### src/verilog/lsps_pkg.sv
// Constants, register map and state types of the cam switch program selector.
// Assumes one 200 MHz clock and a 32-bit classic Wishbone register bus.
package lsps_pkg;

	// ----------------------------------------------------------------
	// Clock and timing
	// ----------------------------------------------------------------
	localparam int          CLK_HZ          = 200_000_000;
	localparam int          CYC_PER_MS      = CLK_HZ / 1000;
	localparam int          STARTUP_MS      = 500;
	localparam int          SWITCH_MIN_MS   = 30;
	localparam int          SWITCH_MAX_MS   = 1000;
	localparam logic [26:0] STARTUP_CYC     = 27'(STARTUP_MS * CYC_PER_MS);
	localparam logic [26:0] SWITCH_MIN_CYC  = 27'(SWITCH_MIN_MS * CYC_PER_MS);
	localparam logic [26:0] CNT_ZERO        = 27'h0000000;
	localparam logic [26:0] CNT_ONE         = 27'h0000001;

	// ----------------------------------------------------------------
	// Widths
	// ----------------------------------------------------------------
	localparam int          CH_NUM          = 16;
	localparam int          POS_W           = 16;
	localparam int          WORD_W          = 16;
	localparam logic [3:0]  CH_LAST         = 4'hF;

	// ----------------------------------------------------------------
	// Register indices, byte address is four times the index
	// ----------------------------------------------------------------
	localparam logic [5:0]  IDX_ANSWER      = 6'h01;
	localparam logic [5:0]  IDX_CAM_STATE   = 6'h04;
	localparam logic [5:0]  IDX_STATUS      = 6'h07;
	localparam logic [5:0]  IDX_PROG_SET    = 6'h09;
	localparam logic [5:0]  IDX_DOG_BASE    = 6'h0C;
	localparam logic [5:0]  IDX_DOG_LAST    = 6'h2B;

	// ----------------------------------------------------------------
	// Values and fields
	// ----------------------------------------------------------------
	localparam logic [15:0] PROG_SET_RST    = 16'h0000;
	localparam logic [15:0] PROG_ZERO       = 16'h0000;
	localparam logic [15:0] PROG_MAX        = 16'h0008;
	localparam logic [15:0] ANS_SWITCHING   = 16'h0009;
	localparam logic [15:0] ANS_RST         = 16'h0000;
	localparam logic [7:0]  ERR_BASE        = 8'h3C;
	localparam logic [7:0]  ERR_NONE        = 8'h00;
	localparam logic [15:0] DOG_RST         = 16'h0000;
	localparam int          ST_ONLINE_BIT   = 8;
	localparam int          ST_BUSY_BIT     = 9;
	localparam int          ST_VALID_BIT    = 10;

	// ----------------------------------------------------------------
	// Loader states
	// ----------------------------------------------------------------
	typedef enum logic [1:0] {LD_IDLE, LD_WAIT, LD_FETCH, LD_TAKE} lsps_ld_state_t;

endpackage : lsps_pkg

### src/verilog/lsps_load_if.sv
// Link between the program controller and the cam table loader.
// Assumes both ends run on the same clock.
`timescale 1ns/1ps
interface lsps_load_if;
	logic        start;
	logic [3:0]  prog;
	logic        busy;
	logic        done;
	logic        fail;
	logic [7:0]  err_code;
	logic [3:0]  ch;
	logic [3:0]  ch_prog;
	logic        wr_en;
	logic        src_valid;

	modport loader (input start, prog, src_valid,
		output busy, done, fail, err_code, ch, ch_prog, wr_en);
	modport ctrl (output start, prog, src_valid,
		input busy, done, fail, err_code, ch, ch_prog, wr_en);
endinterface : lsps_load_if

### src/verilog/lsps_loader.sv
// Cam table loader: waits the least switching time, then walks the channels up to the last one or to the first invalid one.
// Assumes the source data answer within one cycle of a channel change.
`timescale 1ns/1ps
module lsps_loader #(
	parameter logic [26:0] MIN_CYC = lsps_pkg::SWITCH_MIN_CYC
) (
	// Clock and reset
	input wire logic    clk_i,
	input wire logic    rst_i,
	// Controller side
	lsps_load_if.loader ld
);
	lsps_pkg::lsps_ld_state_t state, next_state;
	logic [26:0]              cnt, next_cnt;
	logic [3:0]               ch, next_ch;
	logic [3:0]               prog, next_prog;

	// ----------------------------------------------------------------
	// Sequencer
	// ----------------------------------------------------------------
	always_comb begin
		next_state = state;
		next_cnt   = cnt;
		next_ch    = ch;
		next_prog  = prog;
		case (state)
			lsps_pkg::LD_IDLE: begin
				if (ld.start) begin
					next_prog  = ld.prog;
					next_cnt   = MIN_CYC - lsps_pkg::CNT_ONE;
					next_ch    = 4'h0;
					next_state = lsps_pkg::LD_WAIT;
				end
			end
			lsps_pkg::LD_WAIT: begin
				if (cnt == lsps_pkg::CNT_ZERO) begin
					next_state = lsps_pkg::LD_FETCH;
				end else begin
					next_cnt = cnt - lsps_pkg::CNT_ONE;
				end
			end
			lsps_pkg::LD_FETCH: begin
				next_state = lsps_pkg::LD_TAKE;
			end
			lsps_pkg::LD_TAKE: begin
				if (!ld.src_valid || ch == lsps_pkg::CH_LAST) begin
					next_state = lsps_pkg::LD_IDLE;
				end else begin
					next_ch    = ch + 4'h1;
					next_state = lsps_pkg::LD_FETCH;
				end
			end
			default: begin
				next_state = lsps_pkg::LD_IDLE;
			end
		endcase
	end

	always_ff @(posedge clk_i) begin
		if (rst_i) begin
			state <= lsps_pkg::LD_IDLE;
			cnt   <= lsps_pkg::CNT_ZERO;
			ch    <= 4'h0;
			prog  <= 4'h0;
		end else begin
			state <= next_state;
			cnt   <= next_cnt;
			ch    <= next_ch;
			prog  <= next_prog;
		end
	end

	// A rejected program stops the walk at the first invalid channel; earlier channels are already overwritten.
	assign ld.busy     = (state != lsps_pkg::LD_IDLE);
	assign ld.wr_en    = (state == lsps_pkg::LD_TAKE) && ld.src_valid;
	assign ld.done     = ld.wr_en && (ch == lsps_pkg::CH_LAST);
	assign ld.fail     = (state == lsps_pkg::LD_TAKE) && !ld.src_valid;
	assign ld.err_code = lsps_pkg::ERR_BASE + {4'h0, prog};
	assign ld.ch       = ch;
	assign ld.ch_prog  = prog;

endmodule : lsps_loader

### src/verilog/lsps_top.sv
// Cam switch program selector: online control, program switching and cam outputs.
// Assumes a classic Wishbone master and a program store answering within one cycle.
//
// Implementation choice: the Wishbone interface to the registers.
`timescale 1ns/1ps
module lsps_top #(
	parameter logic [26:0] STARTUP_CYC    = lsps_pkg::STARTUP_CYC,
	parameter logic [26:0] SWITCH_MIN_CYC = lsps_pkg::SWITCH_MIN_CYC
) (
	// Clock and reset
	input  wire logic        clk_i,
	input  wire logic        rst_i,
	// Wishbone slave
	input  wire logic        cyc_i,
	input  wire logic        stb_i,
	input  wire logic        we_i,
	input  wire logic [7:0]  adr_i,
	input  wire logic [3:0]  sel_i,
	input  wire logic [31:0] dat_i,
	output      logic [31:0] dat_o,
	output      logic        ack_o,
	// Host and position
	input  wire logic        host_ready_input_i,
	input  wire logic [15:0] position_i,
	// Stored program read port
	output      logic [7:0]  store_addr_o,
	input  wire logic [15:0] store_on_i,
	input  wire logic [15:0] store_off_i,
	input  wire logic        store_valid_i,
	// Status and cam outputs
	output      logic        online_o,
	output      logic [15:0] cam_switch_o
);
	lsps_load_if ld ();

	lsps_loader #(
		.MIN_CYC (SWITCH_MIN_CYC)
	) u_loader (
		.clk_i (clk_i),
		.rst_i (rst_i),
		.ld    (ld.loader)
	);

	// ----------------------------------------------------------------
	// Bus decode
	// ----------------------------------------------------------------
	logic [5:0]  idx;
	logic        acc;
	logic        wr_acc;
	logic [5:0]  dog_off;
	logic [3:0]  dog_ch;
	logic        dog_hit;

	assign idx     = adr_i[7:2];
	assign acc     = cyc_i && stb_i && !ack_o;
	assign wr_acc  = acc && we_i;
	assign dog_hit = (idx >= lsps_pkg::IDX_DOG_BASE) && (idx <= lsps_pkg::IDX_DOG_LAST);
	assign dog_off = idx - lsps_pkg::IDX_DOG_BASE;
	assign dog_ch  = dog_off[4:1];

	function automatic logic [15:0] merge(input logic [15:0] old, input logic [31:0] d,
		input logic [3:0] sel);
		merge = {sel[1] ? d[15:8] : old[15:8], sel[0] ? d[7:0] : old[7:0]};
	endfunction : merge

	// ----------------------------------------------------------------
	// Start-up block and online state
	// ----------------------------------------------------------------
	logic [26:0] blk_cnt, next_blk_cnt;
	logic        online, next_online;
	logic        was_online, next_was_online;

	always_comb begin
		next_blk_cnt    = blk_cnt;
		next_was_online = online;
		if (blk_cnt != lsps_pkg::CNT_ZERO) begin
			next_blk_cnt = blk_cnt - lsps_pkg::CNT_ONE;
		end
		next_online = host_ready_input_i && (blk_cnt == lsps_pkg::CNT_ZERO);
	end

	always_ff @(posedge clk_i) begin
		if (rst_i) begin
			blk_cnt    <= STARTUP_CYC;
			online     <= 1'b0;
			was_online <= 1'b0;
		end else begin
			blk_cnt    <= next_blk_cnt;
			online     <= next_online;
			was_online <= next_was_online;
		end
	end

	// ----------------------------------------------------------------
	// Program control
	// ----------------------------------------------------------------
	logic [15:0] prog_set, next_prog_set;
	logic [15:0] last_req, next_last_req;
	logic [15:0] answer, next_answer;
	logic [7:0]  err_code, next_err_code;
	logic        pend, next_pend;
	logic        start, next_start;
	logic [3:0]  prog, next_prog;
	logic        act_valid, next_act_valid;
	logic        go;

	// A switch request waits while a walk is under way and is taken afterwards.
	assign go = online && !ld.busy && !start && (pend || prog_set != last_req);

	always_comb begin
		next_prog_set  = prog_set;
		next_last_req  = last_req;
		next_answer    = answer;
		next_err_code  = err_code;
		next_pend      = pend;
		next_start     = 1'b0;
		next_prog      = prog;
		next_act_valid = act_valid;
		if (wr_acc && idx == lsps_pkg::IDX_PROG_SET) begin
			next_prog_set = merge(prog_set, dat_i, sel_i);
		end
		if (online && !was_online) begin
			next_pend = 1'b1;
		end
		if (go) begin
			next_pend     = 1'b0;
			next_last_req = prog_set;
			if (prog_set <= lsps_pkg::PROG_MAX) begin
				next_start = 1'b1;
				next_prog  = prog_set[3:0];
				if (prog_set == lsps_pkg::PROG_ZERO) begin
					next_answer = lsps_pkg::ANS_SWITCHING;
				end
			end
		end
		if (ld.done) begin
			next_answer    = {12'h000, ld.ch_prog};
			next_err_code  = lsps_pkg::ERR_NONE;
			next_act_valid = 1'b1;
		end
		if (ld.fail) begin
			next_err_code = ld.err_code;
		end
	end

	always_ff @(posedge clk_i) begin
		if (rst_i) begin
			prog_set  <= lsps_pkg::PROG_SET_RST;
			last_req  <= lsps_pkg::PROG_SET_RST;
			answer    <= lsps_pkg::ANS_RST;
			err_code  <= lsps_pkg::ERR_NONE;
			pend      <= 1'b0;
			start     <= 1'b0;
			prog      <= 4'h0;
			act_valid <= 1'b0;
		end else begin
			prog_set  <= next_prog_set;
			last_req  <= next_last_req;
			answer    <= next_answer;
			err_code  <= next_err_code;
			pend      <= next_pend;
			start     <= next_start;
			prog      <= next_prog;
			act_valid <= next_act_valid;
		end
	end

	assign ld.start     = start;
	assign ld.prog      = prog;
	assign ld.src_valid = (ld.ch_prog == 4'h0) || store_valid_i;
	assign store_addr_o = {ld.ch_prog, ld.ch};

	// ----------------------------------------------------------------
	// Dog buffer, active table and cam outputs, one set per channel
	// ----------------------------------------------------------------
	logic [15:0] buf_on  [lsps_pkg::CH_NUM];
	logic [15:0] buf_off [lsps_pkg::CH_NUM];
	logic [15:0] act_on  [lsps_pkg::CH_NUM];
	logic [15:0] act_off [lsps_pkg::CH_NUM];
	logic [15:0] next_cam;
	logic [15:0] src_on;
	logic [15:0] src_off;

	assign src_on  = (ld.ch_prog == 4'h0) ? buf_on[ld.ch] : store_on_i;
	assign src_off = (ld.ch_prog == 4'h0) ? buf_off[ld.ch] : store_off_i;

	genvar c;
	generate
		for (c = 0; c < lsps_pkg::CH_NUM; c++) begin : g_ch
			logic [15:0] nb_on, nb_off, na_on, na_off;
			logic        hit;
			logic        in_span;

			assign hit = wr_acc && dog_hit && (dog_ch == 4'(c));

			always_comb begin
				nb_on  = buf_on[c];
				nb_off = buf_off[c];
				na_on  = act_on[c];
				na_off = act_off[c];
				if (hit && !dog_off[0]) begin
					nb_on = merge(buf_on[c], dat_i, sel_i);
				end
				if (hit && dog_off[0]) begin
					nb_off = merge(buf_off[c], dat_i, sel_i);
				end
				// Only a walk of the loader touches the active table.
				if (ld.wr_en && ld.ch == 4'(c)) begin
					na_on  = src_on;
					na_off = src_off;
				end
			end

			always_ff @(posedge clk_i) begin
				if (rst_i) begin
					buf_on[c]  <= lsps_pkg::DOG_RST;
					buf_off[c] <= lsps_pkg::DOG_RST;
					act_on[c]  <= lsps_pkg::DOG_RST;
					act_off[c] <= lsps_pkg::DOG_RST;
				end else begin
					buf_on[c]  <= nb_on;
					buf_off[c] <= nb_off;
					act_on[c]  <= na_on;
					act_off[c] <= na_off;
				end
			end

			// A span whose off point lies below its on point wraps past the top.
			always_comb begin
				if (act_on[c] < act_off[c]) begin
					in_span = (position_i >= act_on[c]) && (position_i < act_off[c]);
				end else if (act_on[c] > act_off[c]) begin
					in_span = (position_i >= act_on[c]) || (position_i < act_off[c]);
				end else begin
					in_span = 1'b0;
				end
				next_cam[c] = online && act_valid && in_span;
			end
		end
	endgenerate

	// ----------------------------------------------------------------
	// Bus answer and registered outputs
	// ----------------------------------------------------------------
	logic [31:0] next_dat;
	logic [15:0] status;

	always_comb begin
		status                          = {8'h00, err_code};
		status[lsps_pkg::ST_ONLINE_BIT] = online;
		status[lsps_pkg::ST_BUSY_BIT]   = ld.busy || start;
		status[lsps_pkg::ST_VALID_BIT]  = act_valid;
		next_dat                        = 32'h00000000;
		if (acc && !we_i) begin
			if (dog_hit) begin
				next_dat = {16'h0000, dog_off[0] ? buf_off[dog_ch] : buf_on[dog_ch]};
			end else begin
				case (idx)
					lsps_pkg::IDX_PROG_SET:  next_dat = {16'h0000, prog_set};
					lsps_pkg::IDX_ANSWER:    next_dat = {16'h0000, answer};
					lsps_pkg::IDX_CAM_STATE: next_dat = {16'h0000, cam_switch_o};
					lsps_pkg::IDX_STATUS:    next_dat = {16'h0000, status};
					default:                 next_dat = 32'h00000000;
				endcase
			end
		end
	end

	always_ff @(posedge clk_i) begin
		if (rst_i) begin
			ack_o        <= 1'b0;
			dat_o        <= 32'h00000000;
			cam_switch_o <= 16'h0000;
			online_o     <= 1'b0;
		end else begin
			ack_o        <= acc;
			dat_o        <= next_dat;
			cam_switch_o <= next_cam;
			online_o     <= online;
		end
	end

endmodule : lsps_top

### config.mk
export PLATFORM = sky130hd
export DESIGN_NAME = lsps_top
export DESIGN_NICKNAME = d
export VERILOG_FILES = /design/src/verilog/lsps_pkg.sv /design/src/verilog/lsps_load_if.sv /design/src/verilog/lsps_loader.sv /design/src/verilog/lsps_top.sv
export SDC_FILE = /design/constraint.sdc
export NUM_CORES = 2
export LEC_CHECK = 0
export BUFFER_PORTS_ARGS = -buffer_cell sky130_fd_sc_hd__buf_2
export CORE_AREA = 2 2 437 309
export DETAILED_ROUTE_END_ITERATION = 10
export DIE_AREA = 0 0 439 311
export GPL_TIMING_DRIVEN = 0
export PLACE_DENSITY = 0.79
export SLEW_MARGIN = 30
export SYNTH_ARGS = -nofsm -noshare
export SYNTH_HDL_FRONTEND = slang
export SYNTH_SLANG_ARGS = --single-unit
### constraint.sdc
create_clock -name clk_i -period 3.8 [get_ports clk_i]
set_clock_uncertainty 0.15 [all_clocks]
set_input_delay 0 -clock clk_i [delete_from_list [all_inputs] [get_ports clk_i]]
set_output_delay 0 -clock clk_i [all_outputs]
set_load 0.03 [all_outputs]
## Yosys cells after proc, flatten, opt, wreduce, memory -nomap -nowiden

Memory sizes are Yosys's and may differ from the RTL's. A register that Yosys moved wholly into a read port is not among the register bits.
Cells that the tools add are included.
Widths: inputs -> output; s select.

| operators by class | value |
|---|---|
| add/subtract/negate cells | 5 |
| multiply operators | 0 |
| div/mod/pow operators | 0 |
| $lt $le $gt $ge | 67 |
| equality and inequality tests | 170 |
| shift operators | 0 |
| multiplexer cells | 285 |
| bitwise operators | 98 |
| reduce and logical (&&, ||, !) cells | 229 |

Operator list:

| kind | number |
|---|---|
| $mux 16 | 100 |
| $mux 8 | 130 |
| $lt 16x16->1 | 32 |
| $ge 16x16->1 | 16 |
| $gt 16x16->1 | 16 |
| $reduce_and 3->1 | 67 |
| $ne 2x2->1 const B | 67 |
| $logic_and 1x1->1 | 111 |
| $or 1x1->1 | 96 |
| $eq 4x4->1 const B | 16 |
| $ne 1x1->1 const B | 64 |
| $pmux 16 s4 | 1 |
| $logic_not 27->1 | 2 |
| $mux 27 | 2 |
| $pmux 27 s2 | 1 |
| $sub 27x1->27 const B | 2 |
| $mux 4 | 10 |
| $mux 1 | 36 |
| $eq 4x3->1 const B | 8 |
| $reduce_bool 27->1 | 1 |
| $logic_or 1x1->1 | 20 |
| $eq 4x2->1 const B | 4 |
| $le 16x4->1 const B | 1 |
| $logic_not 16->1 | 1 |
| other kinds (24) | 50 |

| storage, ports and cells | value |
|---|---|
| flip-flop bits (word level) | 166 |
| bits in latches | 0 |
| RAM bits | 1024 |
| ROM bits | 0 |
| bits of input ports | 99 |
| memories kept | 4 |

Memory list:

| memory | words | width | read ports | clocked after memory_dff | wr ports | RTL line | source |
|---|---|---|---|---|---|---|---|
| act_off | 16 | 16 | 16 | 0 | 16 | lsps_top.sv:179 | `logic [15:0] act_off [lsps_pkg::CH_NUM];` |
| act_on | 16 | 16 | 16 | 0 | 16 | lsps_top.sv:178 | `logic [15:0] act_on [lsps_pkg::CH_NUM];` |
| buf_off | 16 | 16 | 2 | 1 | 16 | lsps_top.sv:177 | `logic [15:0] buf_off [lsps_pkg::CH_NUM];` |
| buf_on | 16 | 16 | 2 | 1 | 16 | lsps_top.sv:176 | `logic [15:0] buf_on [lsps_pkg::CH_NUM];` |

## Logic depth before layout (Yosys ltp)

| logic depth | value |
|---|---|
| depth in word-level cells | 9 |
| depth in mapped cells | 13 |
| depth with buffers taken out | 9 |

## By module

From an unflattened synthesis, not the netlist that was laid out.

| unflattened totals | value |
|---|---|
| cell total of the unflattened synthesis | 6225 |
| area total of the unflattened synthesis | 68049.0 sq um |

By module, submodules not included:

| module | times used | cells each | area each (sq um) | sequential area each (sq um) |
|---|---|---|---|---|
| lsps_top | 1 | 5993 | 66088.4 | 27886.7 |
| lsps_loader | 1 | 232 | 1960.6 | 740.7 |

## Worst setup path before layout

OpenSTA, ideal clock, no wires.

| timing path | value |
|---|---|
| kind | input to register |
| start | input adr_i[4] |
| end | memory buf_off[12][0] (enable) |
| setup time | 310 ps |
| data arrival time | 2557 ps |
| slack | 783 ps |
| cell stages on the path | 11 |
| buffers on the path | 6 |
| cells stage by stage | clkbuf_1 -> clkbuf_1 -> buf_2 -> inv_1 -> ha_1 -> buf_1 -> clkbuf_1 -> nand3_1 -> clkbuf_1 -> nor3_1 -> or2_2 |

RTL lines:

| element | RTL line | source |
|---|---|---|
| start, declared | lsps_top.sv:17 | `input wire logic [7:0] adr_i,` |
| end, declared | lsps_top.sv:177 |  |

==> impl_metrics.tcl <==
set metrics [dict create \
    pwr_density_cell_nw_per_um2 387 \
    finalCriticalPeriod_ns 3.87 \
    grt_pass1_vias 56000 \
    status "finished with violations" \
    leakage_nw 29.0 \
    clk_pin_slew_ns 0.07 \
    swShare 0.272 \
    comb_power_share 0.126 \
    num_io_pins 157 \
    crit_required_ns 4.28 \
    htree_levels 3 \
    grt_antenna_before_repair 29 \
    place_hpwl_um 184000 \
    drt_iter0_markers 9222 \
    cp_data_arrival_time_ns 4.36 \
    top_usage_layer "met2" \
    drt-total-wl_um 259000 \
    synth-main-ff-cell "dfxtp_1" \
    ir_worst_vdd_mv 0.391 \
    dr.pass1.iters 10 \
    cts_root_buf "clkbuf_16" \
    initial_core_util 0.527 \
    finalHoldViolCount 0 \
    global_route.usage.met3 0.181 \
    die_y_um 311 \
    drc 0 \
    cts_made_buffers 116 \
    drv_slew 0 \
    cap_viol_max_count 0 \
    area_delta_synth_final_pct 12.5 \
    port_buffers 116 \
    via_per_inst 6.69 \
    cts_tree "done" \
    drive_gt1_frac 0.123 \
    clk_latency_ns 0.82 \
    syn-instance-count 6639 \
    design.die.area_um2 137000 \
    yosys.area.top_type "edfxtp_1" \
    fmax_mhz 258 \
    place_area_um2 72800 \
    ys_top_cells_by_area "edfxtp_1 22%, dfxtp_1 19%, ha_1 14%, mux4_2 10%, nand3b_1 5.6%" \
    place.gp.congestion 1.07 \
    ys_seq_elements 1176 \
    synth_edf_count 512 \
    grt_pass1_wl_um 370000 \
    syn_area_um2 69800 \
    fp.dieW_um 439 \
    core-area_um2 132000 \
    routedWlPerCell_um 29.1 \
    power.share.clock 0.419 \
    crit_fanout 10 \
    tightest_slew_ns 1.15 \
    avgSynthCellArea_um2 10.5 \
    cp-start-kind "flop" \
    yosysTopAreaCellShare 0.220 \
    route.antenna.remaining_nets 0 \
    synth.distinct_cells 71 \
    place_ws_ns -1.16 \
    synthArstFlopShare 0 \
    use_met1 0.489 \
    finalSetupViolCount 48 \
    fin_crit_sh 1.02 \
    grt_overflow 0 \
    yosysSeqAreaShare 0.411 \
    power_switching_w 0.00828 \
    rsz0062_at_grt "yes" \
    final_area_um2 78500 \
    p_int_w 0.0221 \
    dp_cells 8540 \
    ys_warn_count 0 \
    power_frac_seq 0.455 \
    crit_type "flop to flop" \
    grt_usage 0.369 \
    fin_ws_ns -0.0714 \
    grt_start_max_net_pins 33 \
    instances_no_fill 8897 \
    fin_nets 7869 \
    vias 59500 \
    violations "negative setup slack" \
    timing.slew.headroom 0.236 \
    fin_util 0.593 \
    grt_use_met2 0.492 \
    rows 112 \
    critPathCaptureType "flop" \
    cts.sinks 1176 \
    hold_class "input pin to flop" \
    clk_path_buf_depth 3 \
]
repair_timing:
action / in CTS / in global routing
pin swaps: 0 / 0
setup endpoints to repair: 542 / 436
hold buffers: 80 / 0
resized for setup: 67 / 24
cloned: 0 / 0
setup buffers: 11 / 24
hold endpoints to repair: 929 / 0
power by group through the flow:
stage                     clock (W)  combinational [W]  sequential [W]
after global placement            0            0.00337          0.0140
after detailed placement          0            0.00349          0.0141
after floorplan                   0            0.00218          0.0140
after global routing         0.0131            0.00400          0.0138
final                        0.0127            0.00383          0.0138
after CTS                    0.0126            0.00361          0.0138
cells by family after synthesis:
group	Yosys count	synth area share
other cells	1	0.0000537
fa+ha+maj	764	0.137
buf+inv	925	0.0529
compound gates	1346	0.112
flops	1176	0.411
simple gates	2029	0.173
xor+xnor	58	0.00728
mux	340	0.106
Yosys cell counts (all sizes together) (12+ instances only):
cell,number
nor2b,68
nor3,82
a22o,22
a31oi,12
ha,764
a221oi,16
a21o,123
a211o,12
nor2,253
nand2b,67
and2,518
or2,15
edfxtp,512
nor4,35
a211oi,28
nand3,117
mux2i,20
and3,15
xor2,28
inv,536
buf,79
o21a,16
clkbuf,310
nand2,179
a21oi,341
or4,16
o211ai,32
nand4,105
nand3b,521
o21ai,665
mux4,320
xnor2,30
dfxtp,664
worst max-delay path, cell delays in order, from the launching register on:
cell and delay, ns:
dfxtp_1 0.38, clkbuf_1 0.82, mux4_2 0.44, mux4_2 0.56
nor2b_1 0.19, a21oi_4 0.53, clkbuf_4 0.48, o21ai_0 0.15
path summary, 6_finish.rpt:
path                        from                endpoint  slack [ns]  cells past startpoint
setup / recovery            flop          act_off[0][27]       -0.07                      7
hold / removal    store_off_i[3]          act_off[1][83]        0.05                      4
setup reg to reg            flop          act_off[0][27]       -0.07                      7
hold reg to reg       ld.prog[1]  u_loader.ld.ch_prog[1]        0.32                      2
flip-flops by register name (all words and copies together) (netlist names), 4 cells and up, named ones only:
name	count
dat_o	16
act_on	256
buf_off	256
buf_on	256
ld.prog	4
u_loader.ld.ch	4
u_loader.ld.ch_prog	4
prog_set	16
u_loader.cnt	27
cam_switch_o	16
last_req	16
act_off	256
err_code	6
answer	4
blk_cnt	27
stage by stage:
stage / TNS, ns / total power [W] / hold WS [ns]
CTS: 0 / 0.0300 / 0.0209
detailed placement: -606.85 / 0.0176 / 0.160
global route: -0.00163 / 0.0310 / 0.0494
global placement: -591.17 / 0.0174 / 0.144
floorplan: 0 / 0.0161 / -0.00606
finish: -1.48 / 0.0304 / 0.0501
cell type report:
class / count / area (um2)
Antenna cell: 25 / 62.6
Sequential cell: 1176 / 28700
Clock inverter: 68 / 925
Clock buffer: 149 / 3220
Multi-Input combinational cell: 4553 / 37800
Buffer: 389 / 1810
Tap cell: 1767 / 2210
Timing Repair Buffer: 234 / 1780
Fill cell: 10500 / 53900
Inverter: 536 / 2010
metal layers:
layer / up-vias / share of wire
met5: - / 0.00090
li1: 25100 / -
met1: 28700 / 0.37
met2: 4809 / 0.39
met4: 14 / 0.060
met3: 904 / 0.18
cells in the final DEF, fill, tap and decap left out, types with 119 or more instances in the layout:
cell,netlist,layout
nand2_1,179,179
a21oi_1,309,309
buf_2,19,129
clkbuf_1,293,269
clkbuf_16,0,119
edfxtp_1,512,512
nand3b_1,521,521
mux4_2,320,320
o21ai_1,152,152
inv_1,536,535
o21ai_0,513,513
nor2_1,253,250
and2_1,517,517
dfxtp_1,664,664
ha_1,764,764
a21o_1,123,123
Note: power is estimated with default switching activity, not from simulation.
